**src/tsens_cfg.svh**
```systemverilog
`ifndef TSENS_CFG_SVH
`define TSENS_CFG_SVH
// Pointer addresses
`define PTR_TEMP 4'h0
`define PTR_CONFIG 4'h1
`define PTR_HIGH_A 4'h2
`define PTR_LOW_A 4'h3
`define PTR_HIGH_B 4'h4
`define PTR_LOW_B 4'h5
// Reset values
`define CONFIG_RESET 16'ha000
`define TEMP_RESET 14'h0000
`define LIMIT_HIGH_RESET 16'h7ff0
`define LIMIT_LOW_RESET 16'h8000
// Configuration field positions
`define BIT_RATE_HI 15
`define BIT_RATE_LO 13
`define BIT_SINGLE 12
`define BIT_POWERDOWN 11
`define BIT_OVER_A 10
`define BIT_UNDER_A 9
`define BIT_BEHAV_A 8
`define BIT_LEVEL_A 7
`define BIT_OVER_B 6
`define BIT_UNDER_B 5
`define BIT_BEHAV_B 4
`define BIT_LEVEL_B 3
`define BIT_SOFT_RESET 1
// Nonvolatile programming time
`define NVM_PROG_MS 16
`define CLK_HZ 20000000
`define NVM_PROG_CYCLES ((`NVM_PROG_MS * `CLK_HZ) / 1000)
`endif

```
**src/tsens_pkg.sv**
```systemverilog
package tsens_pkg;
  typedef struct packed {
    logic wr;
    logic rd;
    logic [3:0] ptr;
    logic [15:0] data;
  } reg_req_t;
  typedef struct packed {
    logic [13:0] code;
    logic valid;
  } conv_result_t;
  typedef enum logic [2:0] {
    CONV_IDLE = 3'b001,
    CONV_RUN = 3'b010,
    CONV_SINGLE = 3'b100
  } conv_state_t;
endpackage

```
**src/tsens_nvm_timer.sv**
```systemverilog
`timescale 1ns/10ps
`include "tsens_cfg.svh"
module tsens_nvm_timer #(
  parameter int unsigned PROG_CYCLES = `NVM_PROG_CYCLES
) (
  // Clock and reset
  input wire logic i_clk,
  input wire logic i_resetn,
  // Control
  input wire logic i_start,
  output logic o_busy
);
  logic [23:0] cnt_reg;
  logic [23:0] cnt_next;

  // Busy while programming; starts are ignored until done
  always_comb begin
    cnt_next = cnt_reg;
    if (cnt_reg != 24'h000000) begin
      cnt_next = cnt_reg - 24'h000001;
    end else if (i_start) begin
      cnt_next = PROG_CYCLES[23:0];
    end
  end

  always_ff @(posedge i_clk) begin
    if (!i_resetn) begin
      cnt_reg <= 24'h000000;
    end else begin
      cnt_reg <= cnt_next;
    end
  end

  assign o_busy = (cnt_reg != 24'h000000);
endmodule

```
**src/tsens_regs.sv**
```systemverilog
`timescale 1ns/10ps
`include "tsens_cfg.svh"
// Behaviour
// Temperature bits 15:2 hold latest 14-bit signed result, reset zero.
// Temperature bit 1 reads busy while nonvolatile memory operates.
// Memory commands arriving while busy are ignored.
// Temperature bit 0 is read/write unlock state, reset zero.
// Configuration register at pointer 1, resets to a000.
// Locked configuration writes update only the volatile register.
// Unlocked configuration writes program nonvolatile copy, taking 16 ms.
// Any configuration write aborts conversion; shutdown acts at once.
// Rate change discards conversion and restarts at new rate.
// Bits 15:13 select continuous rate, reset 5, no single-shot effect.
// Trigger bit 12 in shutdown starts one conversion, then shutdown.
// Trigger bit always reads zero.
// Bit 11 selects continuous (0) or shutdown (1).
// Bit 10 flags result above first high limit.
// Read-only bits ignore writes; soft reset and reserved bits read 0.
// Alert mode flags stick until configuration register is read.
// Therm mode high flag hysteresis at conversion end; low flag zero.
// Alarm level bit 0 gives active-low pin, 1 active-high.
// Writes to other registers blocked while programming.
// Rate codes map to periods through a parameter table.
module tsens_regs #(
  parameter logic [23:0] RATE_PERIOD [8] = '{24'h000400, 24'h000800,
    24'h001000, 24'h002000, 24'h004000, 24'h008000, 24'h010000, 24'h020000},
  parameter logic [23:0] CONV_TIME = 24'h000200,
  parameter int unsigned PROG_CYCLES = `NVM_PROG_CYCLES
) (
  // Clock and reset
  input wire logic i_clk,
  input wire logic i_resetn,
  // Register access from serial front end
  input tsens_pkg::reg_req_t i_req,
  output logic [15:0] o_rdata,
  // Converter
  input tsens_pkg::conv_result_t i_conv,
  output logic o_conv_start,
  output logic o_conv_abort,
  // Nonvolatile copy and alarms
  output logic o_nvm_prog,
  output logic [15:0] o_nvm_data,
  output logic o_soft_reset,
  output logic o_alarm_out_a,
  output logic o_alarm_out_b
);
  // ------------------------------------------------------------
  // Register state
  // ------------------------------------------------------------
  logic [13:0] temp_code_reg, temp_code_next;
  logic nvm_unlock_state_reg, nvm_unlock_state_next;
  logic [15:0] cfg_reg, cfg_next;
  logic [15:0] lim_reg [4];
  logic [15:0] lim_next [4];
  logic [15:0] rdata_reg, rdata_next;
  logic prog_reg, prog_next;
  logic [15:0] nvm_data_reg, nvm_data_next;
  logic soft_reset_reg, soft_reset_next;
  logic nvm_busy;
  logic cfg_wr, cfg_rd, blocked;

  function automatic logic signed_gt(input logic [15:0] a,
                                     input logic [15:0] b);
    signed_gt = $signed(a) > $signed(b);
  endfunction

  tsens_nvm_timer #(.PROG_CYCLES(PROG_CYCLES)) u_timer (
    .i_clk(i_clk),
    .i_resetn(i_resetn),
    .i_start(prog_reg),
    .o_busy(nvm_busy)
  );

  // Programming keeps all writes out until the copy is settled
  assign blocked = nvm_busy || prog_reg;
  assign cfg_wr = i_req.wr && i_req.ptr == `PTR_CONFIG && !blocked;
  assign cfg_rd = i_req.rd && i_req.ptr == `PTR_CONFIG;

  // ------------------------------------------------------------
  // Conversion sequencing
  // ------------------------------------------------------------
  tsens_pkg::conv_state_t st_reg, st_next;
  logic [23:0] tmr_reg, tmr_next;
  logic conv_end;
  logic [15:0] temp_word;
  assign conv_end = i_conv.valid && st_reg != tsens_pkg::CONV_IDLE;
  assign temp_word = {i_conv.code, 2'b00};

  always_comb begin
    st_next = st_reg;
    tmr_next = tmr_reg;
    o_conv_start = 1'b0;
    o_conv_abort = 1'b0;
    if (cfg_wr) begin
      // Any write while converting aborts; new bits decide the next step
      o_conv_abort = st_reg != tsens_pkg::CONV_IDLE;
      tmr_next = RATE_PERIOD[i_req.data[`BIT_RATE_HI:`BIT_RATE_LO]];
      if (!i_req.data[`BIT_POWERDOWN]) begin
        st_next = tsens_pkg::CONV_RUN;
        o_conv_start = 1'b1;
      end else if (i_req.data[`BIT_SINGLE]) begin
        st_next = tsens_pkg::CONV_SINGLE;
        o_conv_start = 1'b1;
      end else begin
        st_next = tsens_pkg::CONV_IDLE;
      end
    end else begin
      case (st_reg)
        tsens_pkg::CONV_IDLE: begin
          st_next = tsens_pkg::CONV_IDLE;
        end
        tsens_pkg::CONV_RUN: begin
          // Rate table sets the restart period
          if (tmr_reg == 24'h000000) begin
            tmr_next = RATE_PERIOD[cfg_reg[`BIT_RATE_HI:`BIT_RATE_LO]];
            o_conv_start = 1'b1;
          end else begin
            tmr_next = tmr_reg - 24'h000001;
          end
        end
        tsens_pkg::CONV_SINGLE: begin
          if (i_conv.valid) begin
            st_next = tsens_pkg::CONV_IDLE;
          end
        end
        default: begin
          st_next = tsens_pkg::CONV_IDLE;
        end
      endcase
    end
  end

  always_ff @(posedge i_clk) begin
    if (!i_resetn) begin
      st_reg <= tsens_pkg::CONV_RUN;
      tmr_reg <= 24'h000000;
    end else begin
      st_reg <= st_next;
      tmr_reg <= tmr_next;
    end
  end

  // ------------------------------------------------------------
  // Register updates
  // ------------------------------------------------------------
  always_comb begin
    temp_code_next = temp_code_reg;
    nvm_unlock_state_next = nvm_unlock_state_reg;
    cfg_next = cfg_reg;
    lim_next = lim_reg;
    prog_next = 1'b0;
    nvm_data_next = nvm_data_reg;
    soft_reset_next = 1'b0;
    if (conv_end) begin
      temp_code_next = i_conv.code;
    end
    // Read clears alert flags; a same-cycle new event still sets them
    if (cfg_rd) begin
      if (!cfg_reg[`BIT_BEHAV_A]) begin
        cfg_next[`BIT_OVER_A] = 1'b0;
        cfg_next[`BIT_UNDER_A] = 1'b0;
      end
      if (!cfg_reg[`BIT_BEHAV_B]) begin
        cfg_next[`BIT_OVER_B] = 1'b0;
        cfg_next[`BIT_UNDER_B] = 1'b0;
      end
    end
    if (cfg_wr) begin
      // Only writable fields taken; flags and trigger untouched
      cfg_next[15:13] = i_req.data[15:13];
      cfg_next[`BIT_POWERDOWN] = i_req.data[`BIT_POWERDOWN];
      cfg_next[`BIT_BEHAV_A] = i_req.data[`BIT_BEHAV_A];
      cfg_next[`BIT_LEVEL_A] = i_req.data[`BIT_LEVEL_A];
      cfg_next[`BIT_BEHAV_B] = i_req.data[`BIT_BEHAV_B];
      cfg_next[`BIT_LEVEL_B] = i_req.data[`BIT_LEVEL_B];
      soft_reset_next = i_req.data[`BIT_SOFT_RESET];
      if (nvm_unlock_state_reg) begin
        prog_next = 1'b1;
        nvm_data_next = i_req.data & 16'hf99a;
      end
    end
    if (i_req.wr && !blocked) begin
      if (i_req.ptr == `PTR_TEMP) begin
        nvm_unlock_state_next = i_req.data[0];
      end
      if (i_req.ptr >= `PTR_HIGH_A && i_req.ptr <= `PTR_LOW_B) begin
        lim_next[i_req.ptr[1:0] - 2'd2] = i_req.data;
      end
    end
    if (conv_end) begin
      if (signed_gt(temp_word, lim_reg[0])) begin
        cfg_next[`BIT_OVER_A] = 1'b1;
      end else if (cfg_reg[`BIT_BEHAV_A]
                   && signed_gt(lim_reg[1], temp_word)) begin
        cfg_next[`BIT_OVER_A] = 1'b0;
      end
      if (signed_gt(temp_word, lim_reg[2])) begin
        cfg_next[`BIT_OVER_B] = 1'b1;
      end else if (cfg_reg[`BIT_BEHAV_B]
                   && signed_gt(lim_reg[3], temp_word)) begin
        cfg_next[`BIT_OVER_B] = 1'b0;
      end
      if (!cfg_reg[`BIT_BEHAV_A] && signed_gt(lim_reg[1], temp_word)) begin
        cfg_next[`BIT_UNDER_A] = 1'b1;
      end
      if (!cfg_reg[`BIT_BEHAV_B] && signed_gt(lim_reg[3], temp_word)) begin
        cfg_next[`BIT_UNDER_B] = 1'b1;
      end
    end
    if (cfg_next[`BIT_BEHAV_A]) begin
      cfg_next[`BIT_UNDER_A] = 1'b0;
    end
    if (cfg_next[`BIT_BEHAV_B]) begin
      cfg_next[`BIT_UNDER_B] = 1'b0;
    end
    cfg_next[`BIT_SINGLE] = 1'b0;
    cfg_next[2:0] = 3'b000;
  end

  always_comb begin
    rdata_next = rdata_reg;
    if (i_req.rd) begin
      case (i_req.ptr)
        `PTR_TEMP: rdata_next = {temp_code_reg, nvm_busy,
                                 nvm_unlock_state_reg};
        `PTR_CONFIG: rdata_next = cfg_reg;
        `PTR_HIGH_A: rdata_next = lim_reg[0];
        `PTR_LOW_A: rdata_next = lim_reg[1];
        `PTR_HIGH_B: rdata_next = lim_reg[2];
        `PTR_LOW_B: rdata_next = lim_reg[3];
        default: rdata_next = 16'h0000;
      endcase
    end
  end

  always_ff @(posedge i_clk) begin
    if (!i_resetn) begin
      temp_code_reg <= `TEMP_RESET;
      nvm_unlock_state_reg <= 1'b0;
      cfg_reg <= `CONFIG_RESET;
      lim_reg[0] <= `LIMIT_HIGH_RESET;
      lim_reg[1] <= `LIMIT_LOW_RESET;
      lim_reg[2] <= `LIMIT_HIGH_RESET;
      lim_reg[3] <= `LIMIT_LOW_RESET;
      rdata_reg <= 16'h0000;
      prog_reg <= 1'b0;
      nvm_data_reg <= 16'h0000;
      soft_reset_reg <= 1'b0;
    end else begin
      temp_code_reg <= temp_code_next;
      nvm_unlock_state_reg <= nvm_unlock_state_next;
      cfg_reg <= cfg_next;
      lim_reg <= lim_next;
      rdata_reg <= rdata_next;
      prog_reg <= prog_next;
      nvm_data_reg <= nvm_data_next;
      soft_reset_reg <= soft_reset_next;
    end
  end

  // ------------------------------------------------------------
  // Outputs
  // ------------------------------------------------------------
  assign o_rdata = rdata_reg;
  assign o_nvm_prog = prog_reg;
  assign o_nvm_data = nvm_data_reg;
  assign o_soft_reset = soft_reset_reg;
  // Alarm pin asserted while either flag of the pair is up
  assign o_alarm_out_a = (cfg_reg[`BIT_OVER_A] | cfg_reg[`BIT_UNDER_A])
                         ~^ cfg_reg[`BIT_LEVEL_A];
  assign o_alarm_out_b = (cfg_reg[`BIT_OVER_B] | cfg_reg[`BIT_UNDER_B])
                         ~^ cfg_reg[`BIT_LEVEL_B];
endmodule

```
**config.mk**
```make
export PLATFORM = sky130hd
export DESIGN_NAME = tsens_regs
export DESIGN_NICKNAME = d
export VERILOG_FILES = /design/src/tsens_pkg.sv /design/src/tsens_nvm_timer.sv /design/src/tsens_regs.sv
export VERILOG_INCLUDE_DIRS = /design/src
export SDC_FILE = /design/constraint.sdc
export NUM_CORES = 1
export LEC_CHECK = 0
export ABC_AREA = 1
export CORE_MARGIN = 2
export CORE_UTILIZATION = 50
export CTS_BUF_LIST = sky130_fd_sc_hd__clkbuf_4 sky130_fd_sc_hd__clkbuf_8
export CTS_CLUSTER_DIAMETER = 50
export DETAILED_ROUTE_END_ITERATION = 10
export DONT_BUFFER_PORTS = 1
export PLACE_DENSITY = 0.66
export SKIP_CTS_REPAIR_TIMING = 1
export SYNTH_ARGS = -nofsm -noshare
export SYNTH_HDL_FRONTEND = slang
export SYNTH_SLANG_ARGS = --single-unit
```
**constraint.sdc**
```tcl
create_clock -name i_clk -period 1.9 [get_ports i_clk]
set_clock_uncertainty 0.1 [all_clocks]
set_input_delay 0 -clock i_clk [delete_from_list [all_inputs] [get_ports i_clk]]
set_output_delay 0 -clock i_clk [all_outputs]
set_load 0.01 [all_outputs]
```
==> flow_metrics.env <==
export IMPL_synth_distinct_cells=40
export IMPL_cts_buffers=17
export IMPL_synth_seq_cells=170
export IMPL_final_cell_mix="nand2_1, nor2_1, dfxtp_1"
export IMPL_fmax_ghz=0.4419
export IMPL_critPathKind="register to output pin"
export IMPL_async_flop_share=0
export IMPL_p_leak_nw=5.513
export IMPL_r2r_start="u_timer.cnt_reg[0]"
export IMPL_yosysTopAreaCellShare=0.3493
export IMPL_drt_iter0_markers=835
export IMPL_synth_top_cell_by_area="dfxtp_1"
export IMPL_antenna_cells=0
export IMPL_cp_end_kind="output pin"
export IMPL_post_route_period_util=1.191
export IMPL_dp_hpwl_mm=21.22
export IMPL_nets=1642
export IMPL_rrSetupSlack_ns=-0.35
export IMPL_final_common_cell="nand2_1"
export IMPL_max_cap_viol_count=0
export IMPL_min_path_cells=1
export IMPL_antenna_left=0
export IMPL_grt_pass1_vias=8761
export IMPL_dieWidth_um=143.6
export IMPL_period_needed_ns=2.263
export IMPL_grt_usage=0.2833
export IMPL_drive_gt1_frac=0.1563
export IMPL_clock_latency_ns=0.49
export IMPL_finalHoldViolations=77
export IMPL_tritoncts="yes"
export IMPL_cts_sinks=170
export IMPL_synth_cells=1433
export IMPL_vias=9841
export IMPL_cts_root_buf="clkbuf_8"
export IMPL_synth_area_mm2=0.009742
export IMPL_worst_pin_slew_ns=0.7689
export IMPL_place_area_mm2=0.01052
export IMPL_ir_drop_mv=0.5429
export IMPL_synthFlopType="dfxtp_1"
export IMPL_ioPinCount=77
export IMPL_cp_start_kind="register"
export IMPL_design_area_mm2=0.01185
export IMPL_core_mm2=0.01927
export IMPL_switchingPower_w=0.005664
export IMPL_final_max_slew_violation_count=0
export IMPL_grt_antenna_before_repair=0
export IMPL_io_buffers=0
export IMPL_cp_required_ns=1.80
export IMPL_grt_remaining_overflow=0
export IMPL_relSlewSlack=0.4857
export IMPL_post_drt_wl_per_cell_um=16.72
export IMPL_wl_mm=30.42
export IMPL_dieArea_mm2=0.02062
export IMPL_synth_area_leaders="dfxtp_1, nand2_1, ha_1, nor2_1, inv_1"
export IMPL_holdPathEnd="st_reg[1]"
export IMPL_largest_reg_flops=64
export IMPL_syn_area_per_cell_um2=6.798
export IMPL_via_per_inst=5.407
export IMPL_yosysSeqAreaShare=0.3493
export IMPL_power_per_cell_area_mw_per_mm2=1163
export IMPL_setup_viol=72
export IMPL_r2r_cells=13
export IMPL_grt_pass1_wl_mm=45.68
export IMPL_reg2reg_to="lim_reg[45]"
export IMPL_p_seq_frac=0.326
export IMPL_hp_class="primary input to register"
export IMPL_fin_hold_ws_ns=-0.4584
export IMPL_die_y_um=143.6
export IMPL_violations="negative hold slack, negative setup slack"
export IMPL_hp_start="i_req[11]"
export IMPL_area_growth_pct=21.62
export IMPL_routabilityCongestion=0.8949
export IMPL_status="complete, but fails checks"
export IMPL_grt_max_degree=103
export IMPL_crit_arrival_ns=2.16
export IMPL_start_util=0.5055
export IMPL_rsz0062_at_grt="true"
export IMPL_synth_edff_count=0
export IMPL_pre_cts_slack_ns=-0.06450
export IMPL_drc=0
export IMPL_rows=51
export IMPL_clockBufferDepth=2
export IMPL_combPwrFrac=0.481
export IMPL_p_sw_frac=0.4110
export IMPL_firstDrtPassIters=5
export IMPL_setup_ws_ns=-0.3631
export IMPL_yosys_warnings=0
export IMPL_clk_pin_slew_ns=0.09
export IMPL_cts_htree_levels=4
export IMPL_internal_power_w=0.008117
export IMPL_p_clk_frac=0.194
export IMPL_critPathMaxFanout=4
worst max-delay path, stage by stage (launching register included):
cell	delay, ns
dfxtp_2	0.33
inv_2	0.07
ha_4	0.15
nand3_4	0.08
nor3_4	0.20
nand3_4	0.11
nor2_4	0.16
buf_6	0.12
nand3_4	0.09
inv_2	0.08
o21ai_2	0.05
o21ai_1	0.09
buf_4	0.15
routing by layer:
layer  vias up  part of all wire  GRT usage
met5         -                 0          0
met4         0             0.021    0.07585
met3        55             0.057    0.05132
met2       288              0.48     0.4792
met1      4588              0.44     0.3720
li1       4910                 -          -
worst max path at each step:
stage	startpoint	to	slack, ns	cells after the start
finish	u_timer.cnt_reg[0]	o_conv_start	-0.36	12
global route	u_timer.cnt_reg[1]	o_conv_start	-0.46	12
CTS	u_timer.cnt_reg[1]	o_conv_start	-0.53	12
detailed placement	u_timer.cnt_reg[6]	lim_reg[20]	-0.06	10
global placement	u_timer.cnt_reg[6]	lim_reg[21]	-0.08	9
floorplan	u_timer.cnt_reg[0]	lim_reg[38]	-0.003	12
cells by family (layout without fill, tap and decap cells):
family	Yosys count	count (layout)	synth area share
buffers and inverters	223	340	0.09350
AND/OR/NAND/NOR	684	684	0.3043
XOR/XNOR	24	24	0.02158
AO/OA/AOI/OAI	271	271	0.1539
flip-flops	170	170	0.3493
other	1	6	0.0003849
adder cells (fa/ha/maj)	60	60	0.07706
cell usage after synthesis (2+ instances only):
cell / instances
nand2_1: 321
nor2_1: 189
dfxtp_1: 170
inv_1: 158
o21ai_0: 108
a21oi_1: 101
nand3_1: 93
ha_1: 60
clkbuf_1: 35
o211ai_1: 29
nand4_1: 23
nor3_1: 23
xor2_1: 17
o31ai_1: 12
buf_4: 10
nor2_2: 7
xnor2_1: 7
a211oi_1: 6
inv_2: 6
nor2_4: 6
o21ai_1: 6
buf_2: 5
or2_2: 5
a311oi_1: 4
buf_6: 4
clkinv_1: 4
nand2_4: 3
nand3_4: 3
nor4_1: 3
a21o_1: 2
nand2_2: 2
nand3b_1: 2
nor3_2: 2
power groups by stage:
| stage | clock [W] | combinational, W | sequential (W) |
|---|---|---|---|
| 2_1_floorplan | 0 | 0.00388 | 0.00444 |
| 3_3_place_gp | 0 | 0.00568 | 0.00447 |
| 4_1_cts | 0.00268 | 0.00575 | 0.00441 |
| 5_1_grt | 0.00282 | 0.00732 | 0.00454 |
| 3_5_place_dp | 0 | 0.00571 | 0.00449 |
| 6_report | 0.00267 | 0.00662 | 0.00449 |
final cells by class:
cell class | instances | area (um2)
Tap cell | 265 | 331.6
Multi-Input combinational cell | 1045 | 5756
Clock inverter | 13 | 142.6
Fill cell | 1795 | 7423
Inverter | 168 | 649.4
Sequential cell | 170 | 3417
Clock buffer | 18 | 247.7
Timing Repair Buffer | 141 | 1304
per-stage QoR:
step           utilization  std cells  hold slack (ns)  total power [W]  setup TNS, ns
2_1_floorplan            -       1438          0.01917         0.008320       -0.01649
3_3_place_gp        0.5458       1732         0.009281          0.01016         -1.461
3_5_place_dp        0.5458       1732          0.01134          0.01020         -1.460
4_1_cts             0.5660       1763          -0.4964          0.01284         -3.249
5_1_grt             0.6148       1820          -0.4620          0.01468         -24.00
6_report            0.6148       1820          -0.4584          0.01378         -16.43
No activity file was read; power rests on OpenSTA's default activity.
